### src/common/sfr_pkg.sv
package sfr_pkg;

    // ********************************************************
    // register map
    // ********************************************************
    localparam logic [7:0] SFR_ADDR_STATUS1 = 8'h00;
    localparam logic [7:0] SFR_ADDR_STATUS2 = 8'h01;
    localparam logic [7:0] SFR_ADDR_EN1 = 8'h02;
    localparam logic [7:0] SFR_ADDR_EN2 = 8'h03;
    localparam logic [7:0] SFR_ADDR_WR_IDX = 8'h04;
    localparam logic [7:0] SFR_ADDR_LOST = 8'h05;
    localparam logic [7:0] SFR_ADDR_RD_IDX = 8'h06;
    localparam logic [7:0] SFR_ADDR_DATA = 8'h07;
    localparam logic [7:0] SFR_ADDR_TEMP_FRAC = 8'h20;
    localparam logic [7:0] SFR_ADDR_LAST = 8'hFF;
    localparam logic [7:0] SFR_REG_RESET = 8'h00;

    // ********************************************************
    // field positions
    // ********************************************************
    localparam int SFR_EN1_AFULL_BIT = 7;
    localparam int SFR_EN1_NEW_BIT = 6;
    localparam int SFR_EN1_ALC_BIT = 5;
    localparam int SFR_EN1_PROX_BIT = 4;
    localparam int SFR_EN2_TEMP_BIT = 1;
    localparam logic [7:0] SFR_EN1_MASK = 8'hF0;
    localparam logic [7:0] SFR_EN2_MASK = 8'h02;

    // ********************************************************
    // sample store
    // ********************************************************
    localparam int SFR_IDX_W = 5;
    localparam int SFR_SLOTS = 32;
    localparam int SFR_CHAN_W = 18;
    localparam logic [5:0] SFR_FULL_COUNT = 6'h20;
    localparam logic [4:0] SFR_LOST_MAX = 5'h0F;
    localparam logic [2:0] SFR_LAST_BYTE_1CH = 3'h2;
    localparam logic [2:0] SFR_LAST_BYTE_2CH = 3'h5;
    localparam int SFR_BUF_DEPTH = 4;

    // ********************************************************
    // operating modes
    // ********************************************************
    localparam logic [2:0] SFR_MODE_HR = 3'h2;
    localparam logic [2:0] SFR_MODE_SPO2 = 3'h3;
    localparam logic [2:0] SFR_MODE_MULTI = 3'h7;

    typedef struct packed {
        logic [SFR_CHAN_W-1:0] ch_b;
        logic [SFR_CHAN_W-1:0] ch_a;
    } sfr_sample_s;

    typedef struct packed {
        logic ambient_ovf;
        logic proximity;
        logic power_good;
        logic temp_ready;
    } sfr_event_s;

    typedef struct packed {
        logic almost_full;
        logic new_sample;
        logic ambient_ovf;
        logic proximity;
        logic power_good_flag;
        logic temp_ready;
    } sfr_status_s;

endpackage

### src/hdl/sfr_buf.sv
module sfr_buf
    import sfr_pkg::*;
#(
    parameter int WIDTH = 36,
    parameter int DEPTH = SFR_BUF_DEPTH
)
(
    // clock and reset
    input wire logic clk_i,
    input wire logic sys_rst_i,
    input wire logic ce_i,
    // fill side
    input wire logic in_valid_i,
    output logic in_ready_o,
    input wire logic [WIDTH-1:0] in_data_i,
    // drain side
    output logic out_valid_o,
    input wire logic out_ready_i,
    output logic [WIDTH-1:0] out_data_o
);

    localparam int AW = $clog2(DEPTH);
    localparam logic [AW:0] CNT_FULL = (AW+1)'(DEPTH);

    logic [WIDTH-1:0] store_r [DEPTH];
    logic [AW-1:0] head_r;
    logic [AW-1:0] tail_r;
    logic [AW:0] count_r;
    logic push;
    logic pop;

    assign in_ready_o = (count_r != CNT_FULL);
    assign out_valid_o = (count_r != '0);
    assign out_data_o = store_r[head_r];
    assign push = ce_i & in_valid_i & in_ready_o;
    assign pop = ce_i & out_valid_o & out_ready_i;

    // ********************************************************
    // storage
    // ********************************************************
    always_ff @(posedge clk_i)
    begin
        if (push)
        begin
            store_r[tail_r] <= in_data_i;
        end
    end

    // ********************************************************
    // pointers and level
    // ********************************************************
    always_ff @(posedge clk_i or posedge sys_rst_i)
    begin
        if (sys_rst_i)
        begin
            head_r <= '0;
            tail_r <= '0;
            count_r <= '0;
        end
        else
        begin
            if (push)
            begin
                tail_r <= tail_r + 1'b1;
            end
            if (pop)
            begin
                head_r <= head_r + 1'b1;
            end
            if (push & ~pop)
            begin
                count_r <= count_r + 1'b1;
            end
            else if (pop & ~push)
            begin
                count_r <= count_r - 1'b1;
            end
        end
    end

endmodule

### src/hdl/sfr_top.sv
// Overview of operation
// - status or source-register read releases the interrupt pin high
// - any clearing read zeroes every interrupt status bit together
// - enable bits at 0x02 and 0x03 gate sources; both reset to zero
// - power-good interrupt has no enable and always reaches the pin
// - brownout reset leaves every maskable source disabled
// - write index advances per push; host writes only in modes 010/011/111
// - full without wrap: drop sample, count it, saturate at 0xF
// - lost-sample count clears when a data-port read pops a sample
// - read index advances per pop; host may rewrite it for rereads
// - circular store holds 32 samples of one or two 3-byte channels
// - burst read of data port 0x07 keeps the address fixed
// - other registers increment the address after each burst byte
// - address stops at 0xFF, no wrap to 0x00, reads return 0x00
// - proximity mode entry or exit with its enable empties the store
// - channel data right-justified, msb at bit 17, bits 23:18 zero
// - two-channel sample is two triplets, six byte reads
// - read index advances once the first byte of a sample is read
// - wrap set: full store keeps writing; clear: store stops updating
// - almost-full fires when empty slots equal the 4-bit threshold
// - power cycle or undervoltage clears both indices
module sfr_top
    import sfr_pkg::*;
#(
    parameter int BUF_DEPTH = SFR_BUF_DEPTH
)
(
    // clock and reset
    input wire logic clk_i,
    input wire logic sys_rst_i,
    input wire logic ce_i,
    // register port
    input wire logic addr_load_i,
    input wire logic [7:0] addr_i,
    input wire logic reg_wr_i,
    input wire logic [7:0] reg_wdata_i,
    input wire logic reg_rd_i,
    output logic [7:0] reg_rdata_o,
    output logic reg_rvalid_o,
    // sample push from front end
    input wire logic push_valid_i,
    input wire sfr_sample_s push_data_i,
    output logic push_ready_o,
    // configuration
    input wire logic [2:0] mode_i,
    input wire logic wrap_when_full_i,
    input wire logic [3:0] almost_full_level_i,
    input wire logic prox_mode_i,
    // events
    input wire sfr_event_s events_i,
    // interrupt pin
    output logic int_n_o
);

    localparam int SW = $bits(sfr_sample_s);

    sfr_sample_s mem_r [SFR_SLOTS];
    sfr_sample_s mem_q_r;
    sfr_sample_s hold_r;
    sfr_sample_s buf_data;
    sfr_sample_s src;
    sfr_status_s status_r;
    logic [7:0] addr_r;
    logic [7:0] irq_enable_primary_r;
    logic [7:0] irq_enable_secondary_r;
    logic [SFR_IDX_W-1:0] sample_write_index_r;
    logic [SFR_IDX_W-1:0] sample_read_index_r;
    logic [SFR_IDX_W-1:0] write_index_nxt;
    logic [SFR_IDX_W-1:0] diff;
    logic [4:0] lost_sample_count_r;
    logic full_r;
    logic prox_d_r;
    logic [2:0] byte_sel_r;
    logic [2:0] last_byte;
    logic [7:0] data_byte;
    logic [7:0] rdata_nxt;
    logic [7:0] rdata_r;
    logic rvalid_r;
    logic [5:0] count;
    logic [5:0] count_after;
    logic [5:0] empties;
    logic rd_hit;
    logic wr_hit;
    logic data_rd;
    logic first_byte;
    logic pop;
    logic host_ptr_wr;
    logic mode_ok;
    logic prox_flip;
    logic prox_clear;
    logic buf_valid;
    logic drain_ready;
    logic drain;
    logic do_store;
    logic drop;
    logic afull_ev;
    logic clear_all;
    logic new_sample_irq_on;
    logic ambient_cancel_overflow_irq_on;
    logic proximity_irq_on;
    logic almost_full_irq_on;
    logic temp_irq_on;
    sfr_status_s status_set;

    // ********************************************************
    // input buffer
    // ********************************************************
    sfr_buf #(
        .WIDTH(SW),
        .DEPTH(BUF_DEPTH)
    ) u_buf (
        .clk_i(clk_i),
        .sys_rst_i(sys_rst_i),
        .ce_i(ce_i),
        .in_valid_i(push_valid_i),
        .in_ready_o(push_ready_o),
        .in_data_i(push_data_i),
        .out_valid_o(buf_valid),
        .out_ready_i(drain_ready),
        .out_data_o(buf_data)
    );

    // ********************************************************
    // decode
    // ********************************************************
    assign rd_hit = ce_i & reg_rd_i;
    assign wr_hit = ce_i & reg_wr_i;
    assign data_rd = rd_hit & (addr_r == SFR_ADDR_DATA);
    assign first_byte = data_rd & (byte_sel_r == 3'h0);
    assign diff = sample_write_index_r - sample_read_index_r;
    assign count = full_r ? SFR_FULL_COUNT : {1'b0, diff};
    assign pop = first_byte & (count != 6'h00);
    assign host_ptr_wr = wr_hit & ((addr_r == SFR_ADDR_WR_IDX)
        | (addr_r == SFR_ADDR_LOST) | (addr_r == SFR_ADDR_RD_IDX));
    assign mode_ok = (mode_i == SFR_MODE_HR) | (mode_i == SFR_MODE_SPO2)
        | (mode_i == SFR_MODE_MULTI);
    assign new_sample_irq_on = irq_enable_primary_r[SFR_EN1_NEW_BIT];
    assign ambient_cancel_overflow_irq_on =
        irq_enable_primary_r[SFR_EN1_ALC_BIT];
    assign proximity_irq_on = irq_enable_primary_r[SFR_EN1_PROX_BIT];
    assign almost_full_irq_on = irq_enable_primary_r[SFR_EN1_AFULL_BIT];
    assign temp_irq_on = irq_enable_secondary_r[SFR_EN2_TEMP_BIT];
    assign prox_flip = ce_i & (prox_mode_i != prox_d_r);
    assign prox_clear = prox_flip & proximity_irq_on;

    // ********************************************************
    // store admission
    // ********************************************************
    assign drain_ready = ~host_ptr_wr & ~prox_clear;
    assign drain = ce_i & buf_valid & drain_ready;
    assign do_store = drain & (~full_r | wrap_when_full_i);
    assign drop = drain & full_r & ~wrap_when_full_i;
    assign write_index_nxt = sample_write_index_r + 1'b1;
    assign count_after = full_r ? SFR_FULL_COUNT : count + 6'h01;
    assign empties = SFR_FULL_COUNT - count_after;
    assign afull_ev = do_store
        & (empties == {2'h0, almost_full_level_i});

    // ********************************************************
    // sample memory
    // ********************************************************
    always_ff @(posedge clk_i)
    begin
        if (do_store)
        begin
            mem_r[sample_write_index_r] <= buf_data;
        end
        if (ce_i)
        begin
            mem_q_r <= mem_r[sample_read_index_r];
        end
    end

    // ********************************************************
    // indices and full flag
    // ********************************************************
    always_ff @(posedge clk_i or posedge sys_rst_i)
    begin
        if (sys_rst_i)
        begin
            sample_write_index_r <= '0;
            sample_read_index_r <= '0;
            full_r <= 1'b0;
            prox_d_r <= 1'b0;
        end
        else if (ce_i)
        begin
            prox_d_r <= prox_mode_i;
            if (prox_clear)
            begin
                sample_read_index_r <= sample_write_index_r;
                full_r <= 1'b0;
            end
            else if (host_ptr_wr & (addr_r == SFR_ADDR_WR_IDX))
            begin
                if (mode_ok)
                begin
                    sample_write_index_r <= reg_wdata_i[SFR_IDX_W-1:0];
                    full_r <= 1'b0;
                end
            end
            else if (host_ptr_wr & (addr_r == SFR_ADDR_RD_IDX))
            begin
                sample_read_index_r <= reg_wdata_i[SFR_IDX_W-1:0];
                full_r <= 1'b0;
            end
            else
            begin
                if (do_store)
                begin
                    sample_write_index_r <= write_index_nxt;
                end
                if (pop | (do_store & full_r))
                begin
                    sample_read_index_r <= sample_read_index_r + 1'b1;
                end
                if (pop & ~do_store)
                begin
                    full_r <= 1'b0;
                end
                else if (do_store & ~pop & ~full_r
                    & (write_index_nxt == sample_read_index_r))
                begin
                    full_r <= 1'b1;
                end
            end
        end
    end

    // ********************************************************
    // lost-sample count
    // ********************************************************
    always_ff @(posedge clk_i or posedge sys_rst_i)
    begin
        if (sys_rst_i)
        begin
            lost_sample_count_r <= '0;
        end
        else if (ce_i)
        begin
            if (host_ptr_wr & (addr_r == SFR_ADDR_LOST))
            begin
                lost_sample_count_r <= reg_wdata_i[4:0];
            end
            else if (pop)
            begin
                lost_sample_count_r <= '0;
            end
            else if (drop & (lost_sample_count_r < SFR_LOST_MAX))
            begin
                lost_sample_count_r <= lost_sample_count_r + 1'b1;
            end
        end
    end

    // ********************************************************
    // enables
    // ********************************************************
    always_ff @(posedge clk_i or posedge sys_rst_i)
    begin
        if (sys_rst_i)
        begin
            irq_enable_primary_r <= SFR_REG_RESET;
            irq_enable_secondary_r <= SFR_REG_RESET;
        end
        else if (wr_hit)
        begin
            if (addr_r == SFR_ADDR_EN1)
            begin
                irq_enable_primary_r <= reg_wdata_i & SFR_EN1_MASK;
            end
            if (addr_r == SFR_ADDR_EN2)
            begin
                irq_enable_secondary_r <= reg_wdata_i & SFR_EN2_MASK;
            end
        end
    end

    // ********************************************************
    // status flags and pin
    // ********************************************************
    assign clear_all = rd_hit & ((addr_r == SFR_ADDR_STATUS1)
        | (addr_r == SFR_ADDR_STATUS2) | (addr_r == SFR_ADDR_DATA)
        | (addr_r == SFR_ADDR_TEMP_FRAC));

    always_comb
    begin
        status_set = '0;
        status_set.almost_full = afull_ev & almost_full_irq_on;
        status_set.new_sample = do_store & new_sample_irq_on;
        status_set.ambient_ovf = events_i.ambient_ovf
            & ambient_cancel_overflow_irq_on;
        status_set.proximity = events_i.proximity & proximity_irq_on;
        status_set.power_good_flag = events_i.power_good;
        status_set.temp_ready = events_i.temp_ready & temp_irq_on;
    end

    always_ff @(posedge clk_i or posedge sys_rst_i)
    begin
        if (sys_rst_i)
        begin
            status_r <= '0;
        end
        else if (ce_i)
        begin
            // set wins over a same-cycle clear
            status_r <= (clear_all ? '0 : status_r) | status_set;
        end
    end

    assign int_n_o = ~(|status_r);

    // ********************************************************
    // data port byte walk
    // ********************************************************
    assign last_byte = (mode_i == SFR_MODE_HR) ? SFR_LAST_BYTE_1CH
        : SFR_LAST_BYTE_2CH;
    assign src = first_byte ? mem_q_r : hold_r;

    always_comb
    begin
        case (byte_sel_r)
            3'h0: data_byte = {6'h00, src.ch_a[17:16]};
            3'h1: data_byte = src.ch_a[15:8];
            3'h2: data_byte = src.ch_a[7:0];
            3'h3: data_byte = {6'h00, src.ch_b[17:16]};
            3'h4: data_byte = src.ch_b[15:8];
            3'h5: data_byte = src.ch_b[7:0];
            default: data_byte = 8'h00;
        endcase
    end

    always_ff @(posedge clk_i or posedge sys_rst_i)
    begin
        if (sys_rst_i)
        begin
            byte_sel_r <= '0;
            hold_r <= '0;
        end
        else if (ce_i)
        begin
            if (addr_load_i)
            begin
                byte_sel_r <= '0;
            end
            else if (data_rd)
            begin
                byte_sel_r <= (byte_sel_r >= last_byte) ? 3'h0
                    : byte_sel_r + 1'b1;
            end
            if (first_byte)
            begin
                hold_r <= mem_q_r;
            end
        end
    end

    // ********************************************************
    // address pointer
    // ********************************************************
    always_ff @(posedge clk_i or posedge sys_rst_i)
    begin
        if (sys_rst_i)
        begin
            addr_r <= SFR_REG_RESET;
        end
        else if (ce_i)
        begin
            if (addr_load_i)
            begin
                addr_r <= addr_i;
            end
            else if ((rd_hit | wr_hit) & (addr_r != SFR_ADDR_DATA)
                & (addr_r != SFR_ADDR_LAST))
            begin
                addr_r <= addr_r + 1'b1;
            end
        end
    end

    // ********************************************************
    // read data
    // ********************************************************
    always_comb
    begin
        case (addr_r)
            SFR_ADDR_STATUS1: rdata_nxt = {status_r.almost_full,
                status_r.new_sample, status_r.ambient_ovf,
                status_r.proximity, 3'h0, status_r.power_good_flag};
            SFR_ADDR_STATUS2: rdata_nxt = {6'h00, status_r.temp_ready, 1'b0};
            SFR_ADDR_EN1: rdata_nxt = irq_enable_primary_r;
            SFR_ADDR_EN2: rdata_nxt = irq_enable_secondary_r;
            SFR_ADDR_WR_IDX: rdata_nxt = {3'h0, sample_write_index_r};
            SFR_ADDR_LOST: rdata_nxt = {3'h0, lost_sample_count_r};
            SFR_ADDR_RD_IDX: rdata_nxt = {3'h0, sample_read_index_r};
            SFR_ADDR_DATA: rdata_nxt = data_byte;
            default: rdata_nxt = 8'h00;
        endcase
    end

    always_ff @(posedge clk_i or posedge sys_rst_i)
    begin
        if (sys_rst_i)
        begin
            rdata_r <= 8'h00;
            rvalid_r <= 1'b0;
        end
        else if (ce_i)
        begin
            rvalid_r <= reg_rd_i;
            if (reg_rd_i)
            begin
                rdata_r <= rdata_nxt;
            end
        end
    end

    assign reg_rdata_o = rdata_r;
    assign reg_rvalid_o = rvalid_r;

endmodule

### config.mk
export PLATFORM = sky130hd
export DESIGN_NAME = sfr_top
export DESIGN_NICKNAME = d
export VERILOG_FILES = /design/src/common/sfr_pkg.sv /design/src/hdl/sfr_buf.sv /design/src/hdl/sfr_top.sv
export SDC_FILE = /design/constraint.sdc
export NUM_CORES = 1
export LEC_CHECK = 0
export BUFFER_PORTS_ARGS = -buffer_cell sky130_fd_sc_hd__buf_2
export CAP_MARGIN = 0
export CORE_MARGIN = 10
export CORE_UTILIZATION = 30
export CTS_BUF_LIST = sky130_fd_sc_hd__clkbuf_2
export DETAILED_ROUTE_END_ITERATION = 8
export SLEW_MARGIN = 10
export SYNTH_ARGS = -nofsm -noshare
export SYNTH_HDL_FRONTEND = slang
export SYNTH_SLANG_ARGS = --single-unit
### constraint.sdc
create_clock -name clk_i -period 8.6 [get_ports clk_i]
set_clock_uncertainty 0.1 [all_clocks]
set_input_delay 0.86 -clock clk_i [delete_from_list [all_inputs] [get_ports clk_i]]
set_output_delay 0.86 -clock clk_i [all_outputs]
set_load 0.02 [all_outputs]
* Yosys cells after proc, flatten, opt, wreduce, memory -nomap -nowiden *
Memories as Yosys holds them, arrays and structs flattened. A register that Yosys moved wholly into a read port is not among the register bits.
Index checks and enable logic that the tools add are counted.

word-level totals
  register bits after elaboration = 91
  RAM bits = 1296
  input port bits = 72
  output and inout port bits = 11
  logic and storage cells = 176
  memories = 2

memories
  name           words  bits a word  rd ports  clocked after memory_dff  wr ports  RTL line       RTL
  mem_r          32     36           1         1                         1         sfr_top.sv:57  sfr_sample_s mem_r [SFR_SLOTS];
  u_buf.store_r  4      36           1         0                         1         sfr_buf.sv:25  logic [WIDTH-1:0] store_r [DEPTH];

cells by class
  $add $sub $neg = 12
  magnitude comparators = 2
  equality and inequality tests = 26
  muxes and demuxes = 35
  bitwise operators = 56
  reductions and logical operators = 21

operator list
  cell                                                  number
  one-hot mux 8 bit (8 select lines)                    1
  2-to-1 mux 5 bit                                      11
  one-hot mux 8 bit (6 select lines)                    1
  AND 1 bit                                             36
  2-to-1 mux 36 bit                                     1
  equality test 8 x 3 -> 1 bit (second input constant)  4
  2-to-1 mux 3 bit                                      6
  2-to-1 mux 6 bit                                      3
  equality test 8 x 2 -> 1 bit (second input constant)  2
  2-to-1 mux 8 bit                                      2
  adder 5 x 1 -> 5 bit (second input constant)          3
  equality test 3 x 2 -> 1 bit (second input constant)  4
  AND reduction 2 bit                                   6
  2-to-1 mux 1 bit                                      10
  bitwise OR 1 bit                                      10
  equality test 3 bit (second input constant)           3
  NOT 1 bit                                             9
  nonzero test 3 bit                                    3
  adder 8 x 1 -> 8 bit (second input constant)          1
  equality test 8 x 1 -> 1 bit (second input constant)  1
  equality test 8 x 6 -> 1 bit (second input constant)  1
  logical NOT 8 bit                                     1
  != test 8 x 3 -> 1 bit (second input constant)        1
  != test 8 bit (second input constant)                 1
  22 further kinds                                      31

* Longest topological paths before layout *
  depth in word-level cells = 16
  gate-level depth with buffers = 13
  gate-level depth less buffers = 12

* Hierarchy *
From an unflattened synthesis, not the netlist that was laid out.

unflattened totals
  cells, all modules = 2622
  area, all modules = 55607.1 µm²

modules (own cells, without submodules)
  module   instances  cells an instance  area an instance (µm²)  sequential area each (µm²)
  sfr_top  1          2397               49979.2                 37776.2
  sfr_buf  1          225                5627.9                  4499.3

* Worst setup path before layout *
Ideal clock, no wire load.

  path type = input-to-reg
  start = input port prox_mode_i
  end = memory mem_r[31][0] (netlist bit), enable pin
  library setup time = 0.429 ns
  arrival = 3.455 ns
  data required time = 8.071 ns
  setup slack = 4.616 ns
  cell stages on the path = 7
  path buffers = 1
  path through = xnor2_1 > o21ai_0 > nor3_1 > and2_1 > buf_2 > nand2_1 > nor2_1

between the ends
  word-level cells in the longest chain between the ends = 9

ends and longest elaborated chain
  what                                    RTL line        RTL
  from (decl)                             sfr_top.sv:48   input wire logic prox_mode_i,
  != test 1 bit                           sfr_top.sv:143  assign prox_flip = ce_i & (prox_mode_i != prox_d_r);
  AND 1 bit                               sfr_top.sv:143
  AND 1 bit                               sfr_top.sv:144  assign prox_clear = prox_flip & proximity_irq_on;
  NOT 1 bit (no source line)              --
  AND 1 bit                               sfr_top.sv:149  assign drain_ready = ~host_ptr_wr & ~prox_clear;
  AND 1 bit                               sfr_top.sv:150  assign drain = ce_i & buf_valid & drain_ready;
  AND 1 bit                               sfr_top.sv:151  assign do_store = drain & (~full_r | wrap_when_full_i);
  2-to-1 mux 1 bit                        sfr_top.sv:164  if (do_store)
  2-to-1 mux 1 bit (not written as such)  sfr_top.sv:166  mem_r[sample_write_index_r] <= buf_data;
  to (decl)                               sfr_top.sv:57

No other way between the ends.

* Worst setup path in the final report *
  start = register sample_write_index_r[0]
  end = register status_r[5] (netlist bit)

between the ends
  word-level cells in the longest chain between the ends = 9

ends and longest elaborated chain
  what                          RTL line        RTL
  from (decl)                   sfr_top.sv:66   logic [SFR_IDX_W-1:0] sample_write_index_r;
  from (signal assigned)        sfr_top.sv:198  sample_write_index_r <= reg_wdata_i[SFR_IDX_W-1:0];
  from (signal assigned)        sfr_top.sv:211  sample_write_index_r <= write_index_nxt;
  subtractor 5 bit              sfr_top.sv:130  assign diff = sample_write_index_r - sample_read_index_r;
  2-to-1 mux 6 bit              sfr_top.sv:131  assign count = full_r ? SFR_FULL_COUNT : {1'b0, diff};
  adder 6 x 1 -> 6 bit          sfr_top.sv:154  assign count_after = full_r ? SFR_FULL_COUNT : count + 6'h01;
  2-to-1 mux 6 bit              sfr_top.sv:154
  subtractor 6 bit              sfr_top.sv:155  assign empties = SFR_FULL_COUNT - count_after;
  equality test 6 x 4 -> 1 bit  sfr_top.sv:157  & (empties == {2'h0, almost_full_level_i});
  AND 1 bit                     sfr_top.sv:157
  AND 1 bit                     sfr_top.sv:289  status_set.almost_full = afull_ev & almost_full_irq_on;
  bitwise OR 6 bit              sfr_top.sv:307  status_r <= (clear_all ? '0 : status_r) | status_set;
  to (signal assigned)          sfr_top.sv:307
  to (decl)                     sfr_top.sv:62   sfr_status_s status_r;

No other way between the ends.
A chain may end at the register's enable or synchronous reset.

==> impl_results.md <==
* Status: finished clean
* FF-to-FF Start: sample_write_index_r[0]
* Post-Synthesis Cell Area at 55440 um2
* WP data arrival at 6150 ps
* Initial Util at 30.22%
* CP Max Fanout at 7
* 1st-iter DRT viols at 2914
* Vias/cell at 4.824
* Die Wd at 449.9 um
* Clock tree from TritonCTS: done
* Chip height at 449.9 um
* Layout cells sized above 1 at 34.85%
* Avg WL per Cell at 22.95 um
* Tmin final at 4810 ps
* Slowest cell on crit path: dlygate4sd3_1
* Num ports at 83
* Peak VDD IR at 0.2023 mV
* EDFF count, synth at 1332
* Nets at 3161
* Worst hold path class: in -> reg
* Worst slew pin tran at 1182 ps
* Total CTS buffers at 348
* Crit start category: flop
* 1st-pass router iterations at 5
* Hold buffer count at cts at 165
* Number of cell rows at 157
* Post-synth top flop: edfxtp_1
* Clock sinks at 1423
* Max-Cap Viols at 0
* Max-slew violations at 0
* Core area at 183500 um2
* Async set or reset register ratio after synthesis at 6.395%
* # setup viols final at 0
* CP Launch Point: sample_write_index_r[0]
* Worst-skew pair later-pin latency at 1700 ps
* Fmax at 207.9 MHz
* Global routing usage on met2 at 18.71%
* Period utilisation layout at 55.93%
* WS Path Type: reg -> reg
* Synthesis-stage register bit count at 1423
* Worst slack at placement at 3549 ps
* Worst setup path endpoint: status_r[5]
* Clk buf depth at 4
* Max_slew headroom at 21.03%
* Clock Pin Slew Worst Setup and Hold Paths at 130 ps
* Area growth syn-to-layout at 14.79%
* Maximum single-stage delay on the critical path at 560 ps
* Resized cells post-CTS at 0
* Netlist cell types at 66
* Cells along the critical path: inv_1, ha_1, fa_1, or2_2, ha_1, nand2b_1, ha_1, xnor2_1, xnor2_1, o211ai_1, or4_1, dlygate4sd3_1, a22oi_1, dlygate4sd3_1
* Critical Path RT at 9940 ps
* Leak Pwr at 20.87 nW
* RSZ-0062 raised after global routing: false
* Final hold vios at 0
* First-pass GRT wire length at 195900 um
* Global route hottest layer: met2
* Synth Net Count at 2647
* Root buffer cell: clkbuf_2
* Met1 GRT Util at 18.20%
* Critical path endpoint category: flop
* Setup Buffers After CTS at 0
* Largest net degree at the start of global routing at 121
* Pwr/cell area at 320.5 nW/um2
* Drt total wl at 132400 um
* Fin Setup TNS at 0 ps
* Residual DRC at 0
* Vias at 27830
* Final WS setup at 3790 ps
* Sequential area share after synthesis at 76.25%
* CTS H-tree depth at 5
* Global route total overflow at 0
* Yosys warns at 0
* Reg-to-Reg End: status_r[5]
* Antenna Nets Post-Route at 0
* Port bufs at 82
* Die ar. at 202400 um2
* Final Util at 34.69%
* Gr usage total at 12.85%
* Most frequent CP cell: ha_1
* Vias in the first global route at 29040
* Routability cong. at 0.7754
* Worst R2R Path Depth at 14
* Dpl hpwl at 77210 um
* Initial antenna violation count at 7
* Mean post-synth cell area at 21.80 um2
* R2r setup slk at 3790 ps
* Post-Synthesis Cells at 2543
* Grt met3 use at 4.029%
* Min-Delay Path Depth at 4
stage by stage:
| step | instance area (um2) | hold slack, ps | power (mW) | std cells |
|---|---|---|---|---|
| finish | 63640 | 260.7 | 20.40 | 5768 |
| global route | 63630 | 169.8 | 21.49 | 5763 |
| CTS | 63620 | 13.90 | 20.65 | 5761 |
| detailed placement | 59060 | 364.7 | 16.31 | 5006 |
| global placement | 59060 | 359.1 | 16.23 | 5006 |
| floorplan | 55440 | 353.7 | 13.73 | 2543 |
state kept, by name, summed over array words and instances (netlist names), 2 cells and up:
signal / flops
mem_r: 1152
u_buf.store_r: 144
hold_r: 36
mem_q_r: 36
addr_r: 8
reg_rdata_o: 8
status_r: 6
lost_sample_count_r: 5
sample_read_index_r: 5
sample_write_index_r: 5
irq_enable_primary_r: 4
byte_sel_r: 3
u_buf.count_r: 3
u_buf.head_r: 2
u_buf.tail_r: 2
metal layers:
metal	vias up	part of all wire, %
li1	11830	-
met1	14620	44
met2	1184	45
met3	190	9.7
met4	0	1.9
met5	-	0
cell type report:
class | instances | area, um2
inverter | 30 | 115.1
timing repair buffer | 296 | 2455
sequential | 1423 | 42300
clock inverter | 79 | 352.8
multi-input combinational | 958 | 12760
fill | 17320 | 119800
clock buffer | 511 | 2557
tap | 2464 | 3083
antenna | 7 | 17.52
cell usage in the layout (no fill, tap or decap), types with 8 or more instances in the layout:
cell           netlist  final
nor2_1              71     39
clkbuf_2             0    511
nand2_1            151    151
nand3_1             19     19
mux2_2              40     40
buf_4                1     47
a31oi_1              8      8
edfxtp_1          1332   1332
clkinv_1             0     68
buf_2                5     82
xnor2_1             22     22
nor2_4               0     32
nor3_1              15     15
ha_1                30     30
nand2b_1            11     11
dfrtp_1             91     84
a222oi_1             9      9
dlygate4sd3_1        0    165
inv_1               30     28
mux4_2             396    396
a22oi_1              9      9
o21ai_0             33     33
a21oi_1             28     28
worst min-delay path by stage:
stage | from | endpoint
detailed placement | mem_q_r[26] | hold_r[26]
CTS | reg_wdata_i[1] | sample_write_index_r[1]
floorplan | mem_q_r[18] | hold_r[18]
finish | reg_wdata_i[3] | sample_write_index_r[3]
global placement | mem_q_r[20] | hold_r[20]
global route | reg_wdata_i[3] | sample_write_index_r[3]
Yosys cell counts, drive strengths merged (4+ instances only):
cell | number | area share, %
xnor2 | 22 | 0.35
dfrtp | 91 | 4.1
a32o | 4 | 0.072
or3 | 4 | 0.045
a21oi | 28 | 0.25
and2 | 7 | 0.079
a21o | 4 | 0.054
xor2 | 5 | 0.079
buf | 41 | 0.35
or4 | 4 | 0.054
inv | 30 | 0.20
and3 | 8 | 0.090
nor3 | 15 | 0.14
o21ai | 37 | 0.34
mux2 | 45 | 0.93
nand2b | 11 | 0.12
a222oi | 9 | 0.16
a31oi | 9 | 0.13
mux4 | 396 | 16
ha | 30 | 0.68
nand2 | 151 | 1.0
clkbuf | 91 | 0.62
nand3 | 19 | 0.17
o211ai | 4 | 0.054
a22oi | 9 | 0.12
a22o | 7 | 0.11
edfxtp | 1332 | 72
nor2 | 71 | 0.48
a221oi | 4 | 0.063
mux2i | 7 | 0.13
report_power, final:
group | internal, mW | switching (mW)
Clock | 1.62 | 2.64
Sequential | 9.17 | 0.462
Combinational | 2.54 | 3.97
Total | 13.3 | 7.06
kinds of logic (layout without fill, tap and decap cells):
kind of cell / after synthesis / in the layout / synth area share [%]
AO/OA/AOI/OAI: 143 / 143 / 1.799
XOR/XNOR: 27 / 27 / 0.4265
adder cells (fa/ha/maj): 32 / 32 / 0.7492
buffers and inverters: 162 / 916 / 1.171
flip-flops: 1423 / 1423 / 76.25
multiplexers: 448 / 448 / 17.15
other: 0 / 7 / 0
AND/OR/NAND/NOR: 308 / 308 / 2.458
critical path: cells and delay by family (launching register included):
kind / cells / cell delay (ps)
DFF: 1 / 520
AOI/OAI and AO/OA: 2 / 230
and+or+nand+nor: 3 / 780
buffers and inverters: 3 / 1280
adders and majority gates: 4 / 1390
xor gates and xnor gates: 2 / 350
(Power assumes the default switching activity.)
